File: src/adc_seq_pkg.sv
// shared constants for the converter mode sequencer
package adc_seq_pkg;
   // register byte addresses
   localparam logic [7:0] ADDR_CTRL0 = 8'h00;
   localparam logic [7:0] ADDR_CTRL1 = 8'h04;
   localparam logic [7:0] ADDR_CTRL2 = 8'h08;
   localparam logic [7:0] ADDR_ASSIST = 8'h0C;
   localparam logic [7:0] ADDR_RESULT0 = 8'h20;
   localparam logic [7:0] ADDR_RESULT_LAST = 8'h3C;
   // conv_control_reg0 fields
   localparam int C0_CH_LSB = 0;
   localparam int C0_MODE_LSB = 3;
   localparam int C0_TRIG = 5;
   localparam int C0_START = 6;
   localparam int C0_DIV0 = 7;
   // conv_control_reg1 fields
   localparam int C1_SWEEP_LSB = 0;
   localparam int C1_MODE_EXT = 2;
   localparam int C1_DIV1 = 4;
   localparam int C1_ENABLE = 5;
   localparam int C1_EXT_LSB = 6;
   // conv_control_reg2 fields
   localparam int C2_GROUP_LSB = 1;
   localparam int C2_DIV2 = 4;
   // mode field encodings
   localparam logic [1:0] MODE_ONE_SHOT = 2'h0;
   localparam logic [1:0] MODE_REPEAT = 2'h1;
   localparam logic [1:0] MODE_SINGLE_SWEEP = 2'h2;
   localparam logic [1:0] MODE_REPEAT_SWEEP = 2'h3;
   // extended input field encodings
   localparam logic [1:0] EXT_NONE = 2'h0;
   localparam logic [1:0] EXT_A = 2'h1;
   localparam logic [1:0] EXT_B = 2'h2;
   // timing, in converter base clocks or conversion clocks
   localparam int CONV_CYCLES = 40;
   localparam int CONV_CYCLES_ASSIST = 42;
   localparam int BETWEEN_CYCLES = 1;
   localparam int END_CYCLES = 2;
   localparam int RESULT_W = 10;
   localparam logic [7:0] RESET_BYTE = 8'h00;
   typedef enum logic [2:0] {ST_IDLE, ST_ARMED, ST_CONV, ST_GAP, ST_END} seq_state_e;
endpackage

File: src/adc_clk_div.sv
// conversion clock enable divider
`timescale 1ns/1ps
module adc_clk_div #(
   parameter int CNT_W = 4
) (
   // clock and reset
   input wire logic i_ref_clk,
   input wire logic i_rst,
   // selected division ratio, 1 means every cycle
   input wire logic [CNT_W-1:0] i_ratio,
   // one-cycle enable
   output logic o_tick
);
   logic [CNT_W-1:0] count;
   logic [CNT_W-1:0] next_count;
   logic next_tick;

   always_comb begin
      next_count = count + 1'b1;
      next_tick = 1'b0;
      if (count + 1'b1 >= i_ratio) begin
         next_count = '0;
         next_tick = 1'b1;
      end
   end

   always_ff @(posedge i_ref_clk) begin
      if (i_rst) begin
         count <= '0;
         o_tick <= 1'b0;
      end else begin
         count <= next_count;
         o_tick <= next_tick;
      end
   end
endmodule // adc_clk_div

File: src/adc_mode_sequencer.sv
// converter mode sequencer with register port and result registers
//
// Decided for this implementation: strobed register access and the placing of the registers.
`timescale 1ns/1ps
// Functional notes
// one-shot converts selected input once, then stops
// software start or falling trigger after start
// clearing start stops every mode
// software one-shot/sweep completion clears start bit
// one-shot/sweep completion raises interrupt request
// repeating modes never raise interrupt
// repeat mode converts one input continuously
// input from channel+group or extended field
// result goes to register of that pin
// result registers hold ten bits low
// sweep set is first 2/4/6/8 inputs
// group field applies to sweep sets
// single sweep converts set once, then finishes
// repeat sweep 0 cycles set until stopped
// repeat sweep 1 converts all eight, prioritised
// priority set is first 1-4 inputs
// priority input interleaves between non-priority inputs
// software encodes modes with mode bits
// software keeps converter enabled while running
// software disables key inputs sharing pins
// software selects open detection assist
// trigger levels last two base clocks
// gap inserted between consecutive conversions
// sweeps run ascending from input zero
module adc_mode_sequencer #(
   parameter int CNT_W = 6
) (
   // clock and reset
   input wire logic i_ref_clk,
   input wire logic i_rst,
   // register port
   input wire logic [7:0] i_addr,
   input wire logic [7:0] i_wdata,
   input wire logic i_wr,
   input wire logic i_rd,
   output logic [15:0] o_rdata,
   // external trigger pin, active low edge
   input wire logic i_ext_trigger_pin_n,
   // analog front end: sample value of the addressed input
   input wire logic [adc_seq_pkg::RESULT_W-1:0] i_sample,
   output logic [4:0] o_input_sel,
   output logic o_converting,
   output logic [1:0] o_assist,
   // completion interrupt request, one-cycle pulse
   output logic o_irq
);
   import adc_seq_pkg::*;

   logic [7:0] ctrl0, ctrl1, ctrl2, assist;
   logic [7:0] next_ctrl0, next_ctrl1, next_ctrl2, next_assist;
   logic [RESULT_W-1:0] result_regs [8];
   logic trig_s1, trig_s2, trig_prev;
   seq_state_e state, next_state;
   logic [CNT_W-1:0] cnt, next_cnt;
   logic [2:0] pos, next_pos;
   logic [2:0] prio_idx, next_prio_idx;
   logic prio_turn, next_prio_turn;
   logic [2:0] pin, next_pin;
   logic [15:0] next_rdata;
   logic next_irq;
   logic phi_tick;
   logic [3:0] ratio;
   logic [1:0] mode;
   logic mode_ext, start_bit, sw_trig, fall;
   logic [1:0] ext_sel;
   logic [2:0] set_last, prio_last;
   logic last_pin, done_once;
   logic [CNT_W-1:0] conv_len;
   logic [2:0] rd_idx;

   assign mode = ctrl0[C0_MODE_LSB +: 2];
   assign mode_ext = ctrl1[C1_MODE_EXT];
   assign start_bit = ctrl0[C0_START];
   assign sw_trig = !ctrl0[C0_TRIG];
   assign ext_sel = ctrl1[C1_EXT_LSB +: 2];
   assign fall = trig_prev && !trig_s2;
   assign done_once = (mode == MODE_ONE_SHOT) || (mode == MODE_SINGLE_SWEEP);

   assign set_last = {ctrl1[C1_SWEEP_LSB +: 2], 1'b1};
   assign prio_last = {1'b0, ctrl1[C1_SWEEP_LSB +: 2]};
   assign conv_len = (assist[1:0] != 2'h0) ? CNT_W'(CONV_CYCLES_ASSIST) : CNT_W'(CONV_CYCLES);
   assign rd_idx = i_addr[4:2];

   // divide selection: 1,2,3,4,6,12 from the three divider bits
   always_comb begin
      case ({ctrl2[C2_DIV2], ctrl1[C1_DIV1], ctrl0[C0_DIV0]})
         3'h0: ratio = 4'h4;
         3'h1: ratio = 4'h2;
         3'h2: ratio = 4'h1;
         3'h4: ratio = 4'h3;
         3'h5: ratio = 4'h6;
         3'h6: ratio = 4'hC;
         default: ratio = 4'h1;
      endcase
   end

   adc_clk_div #(.CNT_W(4)) u_div (
      .i_ref_clk(i_ref_clk),
      .i_rst(i_rst),
      .i_ratio(ratio),
      .o_tick(phi_tick)
   );

   // last pin of the current pass, per mode
   always_comb begin
      case (mode)
         MODE_SINGLE_SWEEP: last_pin = (pin == set_last);
         MODE_REPEAT_SWEEP: last_pin = mode_ext ? 1'b0 : (pin == set_last);
         default: last_pin = 1'b1;
      endcase
   end

   // sequencer and registers
   always_comb begin
      next_ctrl0 = ctrl0;
      next_ctrl1 = ctrl1;
      next_ctrl2 = ctrl2;
      next_assist = assist;
      next_state = state;
      next_cnt = cnt;
      next_pos = pos;
      next_prio_idx = prio_idx;
      next_prio_turn = prio_turn;
      next_pin = pin;
      next_irq = 1'b0;
      next_rdata = 16'h0000;
      if (i_rd) begin
         case (i_addr)
            ADDR_CTRL0: next_rdata = {8'h00, ctrl0};
            ADDR_CTRL1: next_rdata = {8'h00, ctrl1};
            ADDR_CTRL2: next_rdata = {8'h00, ctrl2};
            ADDR_ASSIST: next_rdata = {8'h00, assist};
            default: begin
               if (i_addr >= ADDR_RESULT0 && i_addr <= ADDR_RESULT_LAST && i_addr[1:0] == 2'h0) begin
                  next_rdata = {6'h00, result_regs[rd_idx]};
               end
            end
         endcase
      end
      if (i_wr) begin
         case (i_addr)
            ADDR_CTRL0: next_ctrl0 = i_wdata;
            ADDR_CTRL1: next_ctrl1 = i_wdata;
            ADDR_CTRL2: next_ctrl2 = i_wdata;
            ADDR_ASSIST: next_assist = {6'h00, i_wdata[1:0]};
            default: ;
         endcase
      end
      case (state)
         ST_IDLE: begin
            if (start_bit) begin

               next_state = sw_trig ? ST_CONV : ST_ARMED;
               next_cnt = '0;
               next_pos = 3'h0;
               next_prio_idx = 3'h0;
               next_prio_turn = 1'b1;
               next_pin = 3'h0;
               if (mode == MODE_ONE_SHOT || mode == MODE_REPEAT) begin
                  next_pin = ctrl0[C0_CH_LSB +: 3];
                  if (ext_sel == EXT_A) next_pin = 3'h0;
                  if (ext_sel == EXT_B) next_pin = 3'h1;
               end
            end
         end
         ST_ARMED: begin
            if (fall) next_state = ST_CONV;
         end
         ST_CONV: begin
            if (phi_tick) begin
               next_cnt = cnt + 1'b1;
               if (cnt + 1'b1 == conv_len) begin
                  next_cnt = '0;
                  next_state = (done_once && last_pin) ? ST_END : ST_GAP;
               end
            end
         end
         ST_GAP: begin

            if (phi_tick) begin
               next_state = ST_CONV;
               if (mode == MODE_REPEAT_SWEEP && mode_ext) begin

                  if (prio_turn) begin
                     next_prio_turn = 1'b0;
                     next_pos = (pos == 3'h7 || pos < prio_last) ? prio_last + 3'h1 : pos + 3'h1;
                     if (prio_last == 3'h7) next_pos = 3'h0;
                     next_pin = next_pos;
                     if (prio_last == 3'h3 && pos == 3'h7) next_pin = 3'h4;
                  end else begin
                     next_prio_turn = 1'b1;
                     next_prio_idx = (prio_idx == prio_last) ? 3'h0 : prio_idx + 3'h1;
                     next_pin = next_prio_idx;
                  end
               end else if (mode != MODE_ONE_SHOT && mode != MODE_REPEAT) begin
                  next_pin = last_pin ? 3'h0 : pin + 3'h1;
               end
            end
         end
         ST_END: begin
            if (phi_tick) begin
               next_cnt = cnt + 1'b1;
               if (cnt + 1'b1 == CNT_W'(END_CYCLES)) begin
                  // a re-armed trigger run must start its conversion count from zero
                  next_cnt = '0;
                  next_state = ST_IDLE;
                  next_irq = 1'b1;
                  if (sw_trig) next_ctrl0[C0_START] = 1'b0;
                  else next_state = ST_ARMED;
               end
            end
         end
         default: next_state = ST_IDLE;
      endcase

      if (!next_ctrl0[C0_START] && state != ST_END) begin
         next_state = ST_IDLE;
         next_irq = 1'b0;
      end
      if (!done_once) next_irq = 1'b0;
   end

   always_ff @(posedge i_ref_clk) begin
      if (i_rst) begin
         ctrl0 <= RESET_BYTE;
         ctrl1 <= RESET_BYTE;
         ctrl2 <= RESET_BYTE;
         assist <= RESET_BYTE;
         state <= ST_IDLE;
         cnt <= '0;
         pos <= 3'h0;
         prio_idx <= 3'h0;
         prio_turn <= 1'b1;
         pin <= 3'h0;
         o_rdata <= 16'h0000;
         o_irq <= 1'b0;
         o_input_sel <= 5'h00;
         o_converting <= 1'b0;
         o_assist <= 2'h0;
         trig_s1 <= 1'b1;
         trig_s2 <= 1'b1;
         trig_prev <= 1'b1;
      end else begin
         ctrl0 <= next_ctrl0;
         ctrl1 <= next_ctrl1;
         ctrl2 <= next_ctrl2;
         assist <= next_assist;
         state <= next_state;
         cnt <= next_cnt;
         pos <= next_pos;
         prio_idx <= next_prio_idx;
         prio_turn <= next_prio_turn;
         pin <= next_pin;
         o_rdata <= next_rdata;
         o_irq <= next_irq;
         // bit4 extended, bit3 group alt, low bits pin
         o_input_sel <= {(ext_sel != EXT_NONE) && !mode[1], ctrl2[C2_GROUP_LSB], next_pin};
         o_converting <= (next_state == ST_CONV);
         o_assist <= assist[1:0];
         trig_s1 <= i_ext_trigger_pin_n;
         trig_s2 <= trig_s1;
         trig_prev <= trig_s2;
      end
   end

   // results land in the register of the converted pin; sampled at the end of conversion
   always_ff @(posedge i_ref_clk) begin
      if (i_rst) begin
         for (int i = 0; i < 8; i++) result_regs[i] <= '0;
      end else if (state == ST_CONV && phi_tick && cnt + 1'b1 == conv_len && next_ctrl0[C0_START]) begin
         result_regs[pin] <= i_sample;
      end
   end
endmodule // adc_mode_sequencer

File: config.mk
export PLATFORM = sky130hd
export DESIGN_NAME = adc_mode_sequencer
export DESIGN_NICKNAME = d
export VERILOG_FILES = /design/src/adc_seq_pkg.sv /design/src/adc_clk_div.sv /design/src/adc_mode_sequencer.sv
export SDC_FILE = /design/constraint.sdc
export NUM_CORES = 1
export LEC_CHECK = 0
export BUFFER_PORTS_ARGS = -buffer_cell sky130_fd_sc_hd__clkbuf_2
export CORE_UTILIZATION = 40
export CTS_CLUSTER_SIZE = 25
export DETAILED_ROUTE_END_ITERATION = 8
export PLACE_DENSITY = 0.57
export SYNTH_ARGS = -nofsm -noshare
export SYNTH_HDL_FRONTEND = slang
export SYNTH_SLANG_ARGS = --single-unit
File: constraint.sdc
create_clock -name i_ref_clk -period 6.44 [get_ports i_ref_clk]
set_input_delay 0.322 -clock i_ref_clk [delete_from_list [all_inputs] [get_ports i_ref_clk]]
set_output_delay 0.322 -clock i_ref_clk [all_outputs]
set_load 0.01 [all_outputs]
==> results.py <==
metrics = {
    "synthesis": {
        "ys_seq_elements": 149,
        "synth_top_area_share_pct": 32.6,
        "synth_area_um2": 7370,
        "ys_warn_count": 0,
        "ys_types": 58,
        "syn_inst": 700,
        "syn_area_per_cell_um2": 10.5,
        "seq_area_frac_synth_pct": 51.3,
        "yosys-top-cells-count": "93 x nor3_1, 80 x edfxtp_1, 69 x dfxtp_1",
        "synthTopCellsByArea": "edfxtp_1 33%, dfxtp_1 19%, mux4_2 6.7%, nor3_1 6.3%, mux2i_1 3.9%",
        "synth_top_area_cell": "edfxtp_1",
        "yosysMostFrequentCell": "nor3_1",
        "synth_edf_count": 80,
        "async_reset_ff_share_pct": 0,
        "ys.flop_type": "edfxtp_1",
    },
    "floorplan": {
        "io_pins": 56,
        "die_w_um": 138,
        "core_area_um2": 18000,
        "dieHeight_um": 138,
        "rows": 49,
        "fp.dieArea_um2": 19000,
        "initial_core_util_pct": 40.9,
    },
    "job": {
        "maxCapViolations": 0,
    },
    "finish": {
        "fin_cells": 954,
        "multi_input_area_um2": 3250,
        "n_antenna_cell": 0,
        "syn2layout_area_growth_pct": 11.8,
        "nets": 754,
        "layout-drive-gt1-share_pct": 16.6,
        "nFillCells": 1685,
        "design_area_um2": 8240,
        "seqCellArea_um2": 3780,
    },
    "run_status": {
        "status": "complete, no violations",
    },
    "setup_path": {
        "critPathRequiredTime_ns": 6.49,
        "path_class": "in -> reg",
        "crit_fanout": 22,
        "arrival_ns": 3.84,
        "critPathCaptureType": "flop",
        "cp-start-kind": "input pin",
    },
    "worst_hold_path": {
        "min_path_type": "in -> reg",
    },
    "detailed_routing": {
        "drt-total-wl_um": 18100,
        "firstDrtPassIters": 4,
        "drc": 0,
        "dr.first_iter.drc_count": 516,
        "viasPerCell": 5.59,
        "final_antenna_net_count": 0,
        "wire_per_inst_um": 19.0,
        "vias": 5332,
    },
    "sta": {
        "setup_viol": 0,
        "period_share_pct": 58.8,
        "relSlewSlack_pct": 20.5,
        "final.setup.tns_ns": 0,
        "fin_crit_ns": 3.78,
        "fmax_mhz": 264,
        "hold_viol_final": 0,
        "hold_slack_ns": 0.0815,
        "worst_pin_slew_ns": 1.19,
        "rsz0062_at_grt": "no",
        "skew_ns": 0.00828,
        "drv_slew": 0,
    },
    "global_route": {
        "antenna_found_initial": 0,
        "track_usage_pct": 20.4,
        "grt_max_degree": 72,
        "grt_remaining_overflow": 0,
        "grt_pass1_vias": 5032,
        "grt_pass1_wl_um": 28000,
    },
    "power_and_ir_drop": {
        "report.power.total_w": 0.00222,
        "power.leakage_nw": 2.96,
        "power_density_nw_per_um2": 269,
        "ir_drop_mv": 0.175,
    },
    "clock_tree": {
        "tritoncts": "yes",
        "cts.sinks": 149,
        "clk_path_buf_depth": 2,
        "cts_root_buf": "clkbuf_16",
        "holdBufCountCts": 0,
        "cts_setup_buffers": 0,
        "clock_latency_ns": 0.43,
        "cts_buffers": 17,
        "cts_resized": 0,
        "htree_levels": 4,
        "clk_pin_slew_ns": 0.06,
    },
    "placement": {
        "place.detailed.hpwl_um": 12700,
        "gp_congestion": 0.920,
        "portBuffers": 49,
        "dpl_cell_area_um2": 7630,
        "placed_cells": 922,
    },
}
==> critical path: stages <==
cell and delay (ns):
clkbuf_2 0.09, nor4_2 0.63, nand4_1 0.57, mux2_2 0.44, nand4_1 0.71, o21bai_1 1.05
==> worst paths after layout <==
| check | cells after the start | from | slack, ns | end |
|---|---|---|---|---|
| max | 6 | i_addr[6] | 2.66 | result_regs[5][4]$_SDFFCE_PN0P_ |
| min | 2 | i_ext_trigger_pin_n | 0.08 | trig_s1$_SDFF_PP1_ |
| max reg2reg | 6 | cnt[0]$_SDFFE_PP0P_ | 2.89 | result_regs[3][8]$_SDFFCE_PN0P_ |
| min reg2reg | 1 | trig_s1$_SDFF_PP1_ | 0.41 | trig_s2$_SDFF_PP1_ |
==> where the power goes <==
part           internal, W  leakage (nW)  switching [W]
combinational    0.0000538          1.28      0.0000763
clock             0.000648         0.303       0.000395
sequential         0.00103          1.38      0.0000167
==> cell type report <==
cell class | count | share of cell area, %
clock buffer | 19 | 5.25
inverter | 10 | 0.455
multi-input combinational | 481 | 39.4
tap | 229 | 3.48
timing repair buffer | 53 | 3.34
sequential | 149 | 45.9
clock inverter | 13 | 2.17
==> layout by cell type (no fill, tap or decap), drive strengths merged, types with 3 or more instances in the layout <==
master   count
a2111oi      4
a211o        4
a211oi       4
a21o         4
a21oi       42
a31oi        4
a32oi        3
and2         9
and3b        3
buf          4
bufinv       4
clkbuf      68
clkinv       6
conb         6
dfxtp       69
edfxtp      80
ha          11
inv         13
mux2i       29
mux4        22
nand2       54
nand2b      15
nand3       13
nand3b       4
nand4        3
nor2        53
nor2b        8
nor3        93
nor3b        6
o21ai       19
o21bai      12
o22ai        3
o31ai        4
or2          6
or3          3
or3b         5
xnor2        6
xor2        10
==> sequential cells by signal, indices dropped and copies added (netlist names), named ones only <==
| signal | flops |
|---|---|
| result_regs | 80 |
| o_rdata | 10 |
| ctrl0 | 8 |
| ctrl1 | 8 |
| ctrl2 | 8 |
| cnt | 6 |
| u_div.count | 4 |
| pos | 3 |
| prio_idx | 3 |
| state | 3 |
| assist | 2 |
| o_assist | 2 |
| o_input_sel | 2 |
| o_converting | 1 |
| o_irq | 1 |
| prio_turn | 1 |
| trig_prev | 1 |
| trig_s1 | 1 |
| trig_s2 | 1 |
| u_div.o_tick | 1 |
==> stage by stage <==
stage | setup WS [ns] | utilization, %
6_report | 2.66 | 45.7
5_1_grt | 2.36 | 45.7
4_1_cts | 2.79 | 45.7
3_5_place_dp | 2.36 | 42.3
3_3_place_gp | 2.59 | 42.3
2_1_floorplan | 3.77 | -
==> layer usage <==
| metal | wire length [um] | global-route usage [%] | vias up |
|---|---|---|---|
| li1 | - | - | 2567 |
| met1 | 8130 | 27.0 | 2587 |
| met2 | 8670 | 32.8 | 154 |
| met3 | 999 | 4.01 | 24 |
| met4 | 306 | 8.03 | 0 |
| met5 | 0 | 0 | - |
==> kinds of logic (layout without fill, tap and decap cells) <==
group / after synthesis / in the layout / synth area share [%]
fa+ha+maj: 11 / 11 / 1.87
other cells: 1 / 6 / 0.0509
compound gates: 112 / 112 / 9.71
simple gates: 284 / 284 / 19.5
flops: 149 / 149 / 51.3
mux: 52 / 52 / 10.8
xor+xnor: 16 / 16 / 1.90
buf+inv: 75 / 95 / 4.87
Note: power is estimated with default switching activity, not from simulation.
